--- src/rtl/synth_serial_latch_decoder_consts.svh ---
// constants for the serial latch decoder: codes, field positions, reset values, counts
`ifndef SYNTH_SERIAL_LATCH_DECODER_CONSTS_SVH
`define SYNTH_SERIAL_LATCH_DECODER_CONSTS_SVH

// ----------------------------------------------------------------
// word and latch select codes
// ----------------------------------------------------------------
`define SSLD_WORD_W 24
`define SSLD_SEL_FUNCTION 2'h0
`define SSLD_SEL_REFERENCE 2'h1
`define SSLD_SEL_FEEDBACK 2'h2
`define SSLD_SEL_TEST 2'h3

// ----------------------------------------------------------------
// field positions inside a 24-bit word
// ----------------------------------------------------------------
`define SSLD_POS_COUNTER_RESET 4
`define SSLD_POS_FN_CP_GAIN 10
`define SSLD_POS_FB_CP_GAIN 21
`define SSLD_POS_FB_DIV2 22
`define SSLD_POS_FB_DIV2_SEL 23
`define SSLD_POS_LOCK_PRECISION 18
`define SSLD_POS_FACTORY_TEST 19

// ----------------------------------------------------------------
// reset values and counts
// ----------------------------------------------------------------
`define SSLD_LATCH_RESET 24'h000000
`define SSLD_GAIN_RESET 1'h0
`define SSLD_LOCK_CYCLES_FINE 3'h5
`define SSLD_LOCK_CYCLES_COARSE 3'h3
`define SSLD_MAIN_COUNT_MIN 13'h0003
`define SSLD_REFDIV_MIN 14'h0001
`define SSLD_CLK_PERIOD_NS 50
`define SSLD_PHASE_WINDOW_NS 15

`endif

--- src/rtl/synth_serial_latch_decoder_pkg.sv ---
// types shared by the serial latch decoder: latch layouts and monitor selections
package synth_serial_latch_decoder_pkg;

	// ----------------------------------------------------------------
	// trailing select pair of every word
	// ----------------------------------------------------------------
	typedef struct packed {
		logic latch_select_upper;
		logic latch_select_lower;
	} latch_select_t;

	// ----------------------------------------------------------------
	// latch layouts, msb first
	// ----------------------------------------------------------------
	typedef struct packed {
		logic [11:0] other_hi;
		logic mute_till_lock;
		logic cp_gain;
		logic [1:0] other_mid;
		logic [2:0] monitor_select;
		logic counter_reset;
		logic [1:0] core_current;
		latch_select_t sel;
	} function_latch_t;

	typedef struct packed {
		logic div2_select;
		logic div2_enable;
		logic cp_gain;
		logic [12:0] main_count;
		logic reserved;
		logic [4:0] swallow_count;
		latch_select_t sel;
	} feedback_latch_t;

	typedef struct packed {
		logic [1:0] reserved;
		logic [1:0] band_select_div;
		logic factory_test_enable;
		logic lock_precision_select;
		logic [1:0] antibacklash;
		logic [13:0] refdiv;
		latch_select_t sel;
	} reference_latch_t;

	// ----------------------------------------------------------------
	// monitor pin sources
	// ----------------------------------------------------------------
	typedef enum logic [2:0] {
		MON_LOW = 3'b000,
		MON_LOCK = 3'b001,
		MON_FEEDBACK = 3'b010,
		MON_HIGH = 3'b011,
		MON_REFERENCE = 3'b100,
		MON_BAND = 3'b101,
		MON_SDATA = 3'b110,
		MON_LOW2 = 3'b111
	} monitor_sel_t;

endpackage

--- src/rtl/synth_serial_latch_decoder.sv ---
// serial front end of an integer-N synthesizer: shift register, three latches, counters
`timescale 1ns/1ns
`include "synth_serial_latch_decoder_consts.svh"

module synth_serial_latch_decoder #(
	parameter int PRESCALER_P = 8
) (
	// clock and reset
	input wire logic clock_i,
	input wire logic sys_rst_i,
	// serial port, sampled on clock_i
	input wire logic sclk_i,
	input wire logic sdata_i,
	input wire logic load_strobe_i,
	// counter clock ticks, one-cycle pulses
	input wire logic ref_tick_i,
	input wire logic vco_tick_i,
	// latch contents
	output synth_serial_latch_decoder_pkg::function_latch_t function_q_o,
	output synth_serial_latch_decoder_pkg::feedback_latch_t feedback_q_o,
	output synth_serial_latch_decoder_pkg::reference_latch_t reference_q_o,
	// decoded state
	output logic cp_gain_o,
	output logic counters_held_o,
	output logic ref_out_o,
	output logic fb_out_o,
	output logic band_tick_o,
	output logic locked_o,
	output logic monitor_output_pin_o
);

	// ----------------------------------------------------------------
	// parameter checks
	// ----------------------------------------------------------------
	generate
		if (PRESCALER_P < 2 || PRESCALER_P > 32)
		begin : g_bad_p
			$error("prescaler modulus out of range");
		end
	endgenerate

	localparam logic [5:0] P_MOD = 6'(PRESCALER_P);

	// ----------------------------------------------------------------
	// helpers
	// ----------------------------------------------------------------
	// count wraps when the next value reaches the limit; limit 0 acts as 1
	function automatic logic term_reached(input logic [18:0] count, input logic [18:0] limit);
		logic [19:0] nxt;
		nxt = {1'h0, count} + 20'h00001;
		return nxt >= {1'h0, limit};
	endfunction

	// total feedback ratio, modulus times main count plus swallow count
	// both factors widened first: a 13-bit product would wrap for large main counts
	function automatic logic [18:0] feedback_ratio(input logic [5:0] p, input logic [12:0] b, input logic [4:0] a);
		return 19'(p) * 19'(b) + {14'h0000, a};
	endfunction

	// ----------------------------------------------------------------
	// state
	// ----------------------------------------------------------------
	logic sclk_prev;
	logic load_prev;
	logic [`SSLD_WORD_W-1:0] shift;
	logic [13:0] rcount;
	logic [18:0] fcount;
	logic vco_half;
	logic [2:0] bcount;
	logic [2:0] lock_run;

	// ----------------------------------------------------------------
	// decode
	// ----------------------------------------------------------------
	wire sclk_rise = sclk_i & ~sclk_prev;
	wire load_rise = load_strobe_i & ~load_prev;
	wire [1:0] word_sel = shift[1:0]; // select pair arrives last
	wire load_fn = load_rise && word_sel == `SSLD_SEL_FUNCTION;
	wire load_fb = load_rise && word_sel == `SSLD_SEL_FEEDBACK;
	wire load_ref = load_rise && word_sel == `SSLD_SEL_REFERENCE;
	// test latch words fall through: no test latch, normal operation
	wire held = function_q_o.counter_reset;
	wire [18:0] fb_limit = feedback_ratio(P_MOD, feedback_q_o.main_count, feedback_q_o.swallow_count);
	wire [18:0] ref_limit = {5'h00, reference_q_o.refdiv};
	wire [18:0] band_limit = 19'(4'h1 << reference_q_o.band_select_div);
	// halved input skips every other tick
	wire fb_tick = vco_tick_i & (~feedback_q_o.div2_select | vco_half);
	wire ref_hit = ref_tick_i & ~held & term_reached({5'h00, rcount}, ref_limit);
	wire fb_hit = fb_tick & ~held & term_reached(fcount, fb_limit);
	wire band_hit = ref_out_o & term_reached({16'h0000, bcount}, band_limit);
	wire [2:0] lock_need = reference_q_o.lock_precision_select ? `SSLD_LOCK_CYCLES_FINE : `SSLD_LOCK_CYCLES_COARSE;
	// same-cycle arrival is the finest resolution at 50 ns, coarser than the 15 ns window
	wire good_cycle = ref_out_o & fb_out_o;
	wire bad_cycle = ref_out_o ^ fb_out_o;
	wire [2:0] next_lock_run = bad_cycle ? 3'h0 :
		(good_cycle && lock_run < lock_need) ? lock_run + 3'h1 : lock_run;
	synth_serial_latch_decoder_pkg::monitor_sel_t mon_sel;
	logic monitor_value;

	assign mon_sel = synth_serial_latch_decoder_pkg::monitor_sel_t'(function_q_o.monitor_select);

	// monitor pin source selection
	always_comb
	begin
		case (mon_sel)
			synth_serial_latch_decoder_pkg::MON_LOCK: monitor_value = locked_o;
			synth_serial_latch_decoder_pkg::MON_FEEDBACK: monitor_value = fb_out_o;
			synth_serial_latch_decoder_pkg::MON_HIGH: monitor_value = 1'b1;
			synth_serial_latch_decoder_pkg::MON_REFERENCE: monitor_value = ref_out_o;
			synth_serial_latch_decoder_pkg::MON_BAND: monitor_value = band_tick_o;
			synth_serial_latch_decoder_pkg::MON_SDATA: monitor_value = sdata_i;
			default: monitor_value = 1'b0;
		endcase
	end

	// ----------------------------------------------------------------
	// serial shift register
	// ----------------------------------------------------------------
	// one bit per serial clock rise, msb enters first
	always_ff @(posedge clock_i)
	begin
		if (sys_rst_i)
		begin
			sclk_prev <= 1'b0;
			load_prev <= 1'b0;
			shift <= `SSLD_LATCH_RESET;
		end
		else
		begin
			sclk_prev <= sclk_i;
			load_prev <= load_strobe_i;
			if (sclk_rise)
				shift <= {shift[`SSLD_WORD_W-2:0], sdata_i};
		end
	end

	// ----------------------------------------------------------------
	// latches, committed only on the strobe rise
	// ----------------------------------------------------------------
	always_ff @(posedge clock_i)
	begin
		if (sys_rst_i)
		begin
			function_q_o <= `SSLD_LATCH_RESET;
			feedback_q_o <= `SSLD_LATCH_RESET;
			reference_q_o <= `SSLD_LATCH_RESET;
		end
		else
		begin
			if (load_fn)
				function_q_o <= shift;
			if (load_fb)
				feedback_q_o <= shift;
			if (load_ref)
				reference_q_o <= shift;
		end
	end

	// shared gain bit: whichever of the function and feedback latches wrote last sets it
	always_ff @(posedge clock_i)
	begin
		if (sys_rst_i)
			cp_gain_o <= `SSLD_GAIN_RESET;
		else if (load_fn)
			cp_gain_o <= shift[`SSLD_POS_FN_CP_GAIN];
		else if (load_fb)
			cp_gain_o <= shift[`SSLD_POS_FB_CP_GAIN];
	end

	// ----------------------------------------------------------------
	// reference and feedback counters
	// ----------------------------------------------------------------
	// counter reset bit forces both counters to their load state
	always_ff @(posedge clock_i)
	begin
		if (sys_rst_i || held)
		begin
			rcount <= 14'h0000;
			fcount <= 19'h00000;
			vco_half <= 1'b0;
		end
		else
		begin
			if (ref_tick_i)
				rcount <= ref_hit ? 14'h0000 : rcount + 14'h0001;
			if (fb_tick)
				fcount <= fb_hit ? 19'h00000 : fcount + 19'h00001;
			if (vco_tick_i && feedback_q_o.div2_select)
				vco_half <= ~vco_half;
		end
	end

	// registered counter outputs and held flag
	always_ff @(posedge clock_i)
	begin
		if (sys_rst_i)
		begin
			ref_out_o <= 1'b0;
			fb_out_o <= 1'b0;
			counters_held_o <= 1'b0;
		end
		else
		begin
			ref_out_o <= ref_hit;
			fb_out_o <= fb_hit;
			counters_held_o <= held;
		end
	end

	// ----------------------------------------------------------------
	// band select clock divider
	// ----------------------------------------------------------------
	// divides reference output by 1, 2, 4 or 8 to keep band logic slow
	always_ff @(posedge clock_i)
	begin
		if (sys_rst_i)
		begin
			bcount <= 3'h0;
			band_tick_o <= 1'b0;
		end
		else
		begin
			if (ref_out_o)
				bcount <= band_hit ? 3'h0 : bcount + 3'h1;
			band_tick_o <= band_hit;
		end
	end

	// ----------------------------------------------------------------
	// digital lock detect and monitor pin
	// ----------------------------------------------------------------
	// a missed or lone edge restarts the run of good cycles
	always_ff @(posedge clock_i)
	begin
		if (sys_rst_i)
		begin
			lock_run <= 3'h0;
			locked_o <= 1'b0;
			monitor_output_pin_o <= 1'b0;
		end
		else
		begin
			lock_run <= next_lock_run;
			locked_o <= next_lock_run >= lock_need;
			monitor_output_pin_o <= monitor_value;
		end
	end
endmodule

--- config.mk ---
export PLATFORM = sky130hd
export DESIGN_NAME = synth_serial_latch_decoder
export DESIGN_NICKNAME = d
export VERILOG_FILES = /design/src/rtl/synth_serial_latch_decoder_pkg.sv /design/src/rtl/synth_serial_latch_decoder.sv
export VERILOG_INCLUDE_DIRS = /design/src /design/src/rtl
export SDC_FILE = /design/constraint.sdc
export NUM_CORES = 1
export LEC_CHECK = 0
export BUFFER_PORTS_ARGS = -buffer_cell sky130_fd_sc_hd__buf_2
export CAP_MARGIN = 25
export CORE_ASPECT_RATIO = 1.2
export CORE_UTILIZATION = 58
export DETAILED_ROUTE_END_ITERATION = 12
export PLACE_DENSITY_LB_ADDON = 0.3
export SLEW_MARGIN = 0
export SYNTH_ARGS = -nofsm -noshare
export SYNTH_HDL_FRONTEND = slang
export SYNTH_SLANG_ARGS = --single-unit
--- constraint.sdc ---
create_clock -name clock_i -period 3.7 [get_ports clock_i]
set_clock_uncertainty 0.2 [all_clocks]
set_input_delay 0 -clock clock_i [delete_from_list [all_inputs] [get_ports clock_i]]
set_output_delay 0 -clock clock_i [all_outputs]
set_load 0.03 [all_outputs]
* Word-level counts from Yosys, hierarchy flattened
Index checks and enable logic that the tools add are counted.
Widths: inputs -> output; s select.
** Storage, ports and cells
- Register bits :: 145
- Input port bits :: 7
- Output and inout port bits :: 79
** Cells by class
- Add/subtract/negate cells :: 8
- Order comparisons :: 5
- Eq/ne operators :: 8
- Shift-type cells :: 1
- Multiplexer cells :: 9
- Bitwise logic cells :: 16
- Reductions and logical operators :: 8
** Operators by type and width (count)
- $add 19x1->20 const B :: 1
- $ge 20x17->1 :: 1
- $add 19x1->19 const B :: 1
- $ge 4x19->1 :: 1
- $mux 19 :: 1
- $shl 1x2->19 const A :: 1
- $add 16x5->17 :: 1
- $add 14x1->15 const B :: 1
- $ge 15x14->1 :: 1
- $add 14x1->14 const B :: 1
- $mux 14 :: 1
- $mux 3 :: 4
- $and 1x1->1 :: 9
- $eq 3x3->1 const B :: 3
- $add 3x1->3 const B :: 2
- $eq 3x2->1 const B :: 2
- $pmux 1 s6 :: 1
- $logic_and 1x1->1 :: 5
- $not 1->1 :: 5
- $add 3x1->4 const B :: 1
- $eq 3x1->1 const B :: 1
- $ge 3x3->1 :: 1
- $lt 3x3->1 :: 1
- $eq 2x1->1 const B :: 1
- other kinds (7) :: 8

* Longest topological paths before layout
- Word-level depth :: 6
- Depth in mapped cells :: 14
- Gate-level depth less buffers :: 13

* Least setup slack after synthesis
OpenSTA, ideal clock, no wires.
- Path kind :: register -> register
- From :: register feedback_q_o[8] (netlist bit)
- To :: register fcount[14]
- Library setup time :: 0.074 ns
- Data arrival time :: 3.167 ns
- Data required time :: 3.426 ns
- Path slack :: 0.259 ns
- Stages on the path, launching flop included :: 15
- Path buffers :: 1
- Period minus slack after synthesis :: 3.441 ns
- Cells stage by stage :: dfxtp_1 -> ha_1 -> inv_1 -> fa_1 -> nor2_1 -> nand3_1 -> xor2_1 -> ha_1 -> a211oi_1 -> o21a_1 -> o21ai_1 -> a221oi_2 -> buf_2 -> nand4_1 -> a31oi_1
** On the way
- Cells in the longest elaborated chain, start to end :: 4
** Ends and longest elaborated chain
- start: declaration :: RTL line synth_serial_latch_decoder.sv:20 : output synth_serial_latch_decoder_pkg::feedback_latch_t feedback_q_o,
- start signal: assignment :: RTL line synth_serial_latch_decoder.sv:145 : feedback_q_o <= `SSLD_LATCH_RESET;
- start signal: assignment :: RTL line synth_serial_latch_decoder.sv:153 : feedback_q_o <= shift;
- $add 16x5->17 :: RTL line synth_serial_latch_decoder.sv:57 : return 19'(p) * 19'(b) + {14'h0000, a};
- $ge 20x17->1 :: RTL line synth_serial_latch_decoder.sv:51 : return nxt >= {1'h0, limit};
- $and 1x1->1 :: RTL line synth_serial_latch_decoder.sv:89 : wire fb_hit = fb_tick & ~held & term_reached(fcount, fb_limit);
- $mux 19 :: RTL line synth_serial_latch_decoder.sv:187 : fcount <= fb_hit ? 19'h00000 : fcount + 19'h00001;
- end signal: assignment :: RTL line synth_serial_latch_decoder.sv:187
- end: declaration :: RTL line synth_serial_latch_decoder.sv:67 : logic [18:0] fcount;
Every way passes these cells.
A chain may end at the register's enable or synchronous reset.

* Final worst setup path
- From :: register fcount[1]
- To :: register fcount[9]
** On the way
- Cells in the longest elaborated chain, start to end :: 4
** Ends and longest elaborated chain
- $add 19x1->20 :: RTL line synth_serial_latch_decoder.sv:50 : nxt = {1'h0, count} + 20'h00001;
- $ge 20x17->1 :: RTL line synth_serial_latch_decoder.sv:51
- $and 1x1->1 :: RTL line synth_serial_latch_decoder.sv:89
- $mux 19 (*) :: RTL line synth_serial_latch_decoder.sv:187
Mark *: on every way between the ends. The rest lies on a longest branch, timed or not.

==> flow_metrics.py <==
metrics = {
    "grt": {
        "grt_pass1_vias": 5747,
        "antenna_found_initial": 0,
        "grt_max_degree": 111,
        "grt_pass1_wl_microns": 27900,
        "grt_util_all_layers": 0.284,
        "grt_overflow_total": 0,
    },
    "worst_setup_path": {
        "crit-reg2reg-capture": "fcount[9]",
        "crit_path_start_kind": "register",
        "arrival_ns": 3.70,
        "cp_slowest_stage_delay_ns": 0.60,
        "cp_slowest_cell": "or4_4",
        "cp_top_family": "compound AO/OA/AOI/OAI gates",
        "r2r_slack_ns": 0.15,
        "path_max_fanout": 11,
        "r2r-start": "fcount[1]",
        "rr_worst_depth": 13,
        "path_cells": "ha_4 -> nand4_1 -> or4_4 -> xnor2_1 -> ha_1 -> a21o_1 -> a21oi_1 -> o21ai_1 -> a221oi_4 -> buf_4 -> buf_6 -> nand4_1 -> a21oi_1",
        "cp_num_buf_inv": 2,
        "critPathKind": "register to register",
        "end_kind": "register",
        "cp.required_ns": 3.85,
    },
    "clock_network": {
        "cts_buffer_depth": 2,
        "numCtsBuffers": 17,
        "cts.reportedPaths.clkPinSlew_ns": 0.06,
        "clock_latency_ns": 0.43,
        "h-tree-depth": 4,
        "numClockSinks": 145,
        "cts_root_buffer": "clkbuf_16",
        "cts_tree": "yes",
    },
    "synth": {
        "syn_area_per_cell_sq_um": 7.94,
        "synth-edff-count": 0,
        "synth.distinct_cells": 66,
        "netlist.area_leader.share": 0.406,
        "synth.most_common_cell": "nand2_1",
        "synth_nets": 954,
        "muxShareOfSynthArea": 0.00473,
        "syn_area_sq_um": 7150,
        "synth_common_cells": "nand2_1, dfxtp_1, a21oi_1",
        "yosys.area.top_type": "dfxtp_1",
        "synth-warning-count": 0,
        "ys_ff_latch": 145,
        "synth_top_flop_cell": "dfxtp_1",
        "synth_compound_area_frac": 0.142,
        "synth_cells": 900,
        "synthAdderAreaFrac": 0.0833,
        "synth-xor-area-share": 0.0523,
        "synthSimpleGateAreaFrac": 0.260,
        "synth-seq-area-share": 0.406,
        "ys_async_sr_fraction": 0,
        "synth_top_family_by_area": "simple AND/OR/NAND/NOR gates",
        "synth.area.top_cells": "dfxtp_1, nand2_1, a21oi_1, ha_1, xnor2_1",
    },
    "min_path": {
        "min-delay-start": "sclk_i",
        "min_delay_path_depth": 3,
        "min_to": "sclk_prev",
        "hp-class": "primary input to register",
    },
    "die": {
        "die_area_sq_um": 12800,
        "die_h_microns": 124,
        "io_pins": 86,
        "design.core.area_sq_um": 12100,
        "rows": 44,
        "start_util": 0.593,
        "die_x_microns": 103,
    },
    "sta": {
        "hold_violations": 0,
        "worst_hold_slack_ns": 0.142,
        "post-route-min-period_ns": 3.55,
        "tns_ns": 0,
        "max_freq_ghz": 0.281,
        "fin_ws_ns": 0.147,
        "relSlewSlack": 0.384,
        "finalSetupViolations": 0,
        "fin_crit_sh": 0.960,
        "final-max-slew-violation-count": 0,
        "worst_pin_slew_ns": 0.924,
    },
    "cells_and_area": {
        "syn_to_final_growth_pct": 16.5,
        "drive_above_1_share": 0.150,
        "nets": 1024,
        "post-route-cell-area_sq_um": 8330,
        "diodes": 0,
    },
    "power": {
        "power_density_nw_per_um2": 396,
        "ir_worst_vdd_v": 0.000363,
        "power_leakage_nw": 3.18,
        "power_mw": 3.30,
    },
    "placed_design": {
        "dpl.hpwl_microns": 11700,
        "place_area_sq_um": 7650,
        "place_ws_ns": 0.181,
        "gp_congestion": 0.859,
        "portBuffers": 85,
    },
    "detailed_routing": {
        "routed_wl_microns": 17600,
        "viasPerCell": 5.67,
        "vias": 6483,
        "drtIter0Drc": 370,
        "dr.pass1.iters": 4,
        "drc": 0,
        "wl_per_cell_microns": 15.4,
        "ant_nets": 0,
    },
    "run": {
        "maxCapViolCount": 0,
    },
    "status": {
        "outcome": "finished, final reports clean",
    },
}
worst max-delay path by stage:
stage                                from          to  slack, ns  depth (start not counted)
after floorplan           feedback_q_o[8]  fcount[14]       0.26                         14
after global placement          fcount[0]  fcount[15]       0.30                         12
after detailed placement        fcount[0]   fcount[3]       0.18                         12
after CTS                       fcount[0]   fcount[3]       0.16                         12
after global routing            fcount[1]   fcount[5]     -0.005                         13
final                           fcount[1]   fcount[9]       0.15                         13
layout make-up:
class	count	area [sq um]
clock buffer	22	454
clock inverter	9	85.1
fill	976	3730
inverter	34	128
multi-input combinational	666	3920
sequential	145	2900
tap	161	201
timing repair buffer	106	642
registers in the layout, indices dropped and copies added (netlist names):
register,cells
vco_half,1
rcount,14
fb_out_o,1
bcount,3
cp_gain_o,1
shift,24
band_tick_o,1
held,1
load_prev,1
monitor_output_pin_o,1
ref_out_o,1
feedback_q_o,24
counters_held_o,1
function_q_o,20
mon_sel,3
fcount,19
sclk_prev,1
locked_o,1
lock_run,3
reference_q_o,24
per-layer routing:
layer | up-vias | GRT usage | share of wire
li1 | 3215 | - | -
met1 | 3020 | 0.360 | 0.42
met2 | 212 | 0.465 | 0.49
met3 | 36 | 0.0651 | 0.065
met4 | 0 | 0.117 | 0.023
met5 | - | 0 | 0
cells by family after synthesis:
logic type	Yosys count
AND/OR/NAND/NOR	397
AO/OA/AOI/OAI	178
XOR/XNOR	41
flip-flops	145
buffers and inverters	89
adder cells (fa/ha/maj)	47
multiplexers	3
repair_timing:
| item | 4_1_cts | 5_1_grt |
|---|---|---|
| resized for setup | 0 | 5 |
| endpoints found under the setup margin | 0 | 15 |
| endpoints found under the hold margin | 66 | 0 |
| hold buffers | 6 | 0 |
| setup buffers | 0 | 2 |
power by group:
group | internal [mW] | switching [mW]
Clock | 0.936 | 0.645
Sequential | 1.57 | 0.00901
Combinational | 0.0368 | 0.103
Total | 2.54 | 0.756
metrics by stage:
step           std cells  utilization
3_3_place_gp        1102        0.634
4_1_cts             1139        0.684
5_1_grt             1143        0.691
6_report            1143        0.691
2_1_floorplan        900            -
3_5_place_dp        1102        0.634
worst min-delay path: stages:
cell           delay (ns)
dlygate4sd3_1        0.51
buf_2                0.11
nor2b_1              0.11
placed cells by master, fill, tap and decap left out, types with 3 or more instances in the layout:
| master | instances |
|---|---|
| a211o_1 | 3 |
| a211oi_1 | 8 |
| a21o_1 | 6 |
| a21oi_1 | 129 |
| a31oi_1 | 6 |
| and3_1 | 8 |
| buf_2 | 84 |
| buf_4 | 13 |
| clkbuf_1 | 4 |
| clkbuf_16 | 18 |
| clkinv_2 | 3 |
| clkinvlp_4 | 3 |
| dfxtp_1 | 144 |
| dlygate4sd3_1 | 6 |
| ha_1 | 45 |
| inv_1 | 34 |
| nand2_1 | 239 |
| nand2b_1 | 9 |
| nand3_1 | 25 |
| nand4_1 | 24 |
| nor2_1 | 26 |
| nor2b_1 | 10 |
| nor3_1 | 14 |
| nor3b_1 | 7 |
| nor4_1 | 3 |
| o211ai_1 | 3 |
| o21ai_0 | 4 |
| o21ai_1 | 4 |
| or3_1 | 8 |
| xnor2_1 | 22 |
| xor2_1 | 17 |
(Power assumes the default switching activity.)
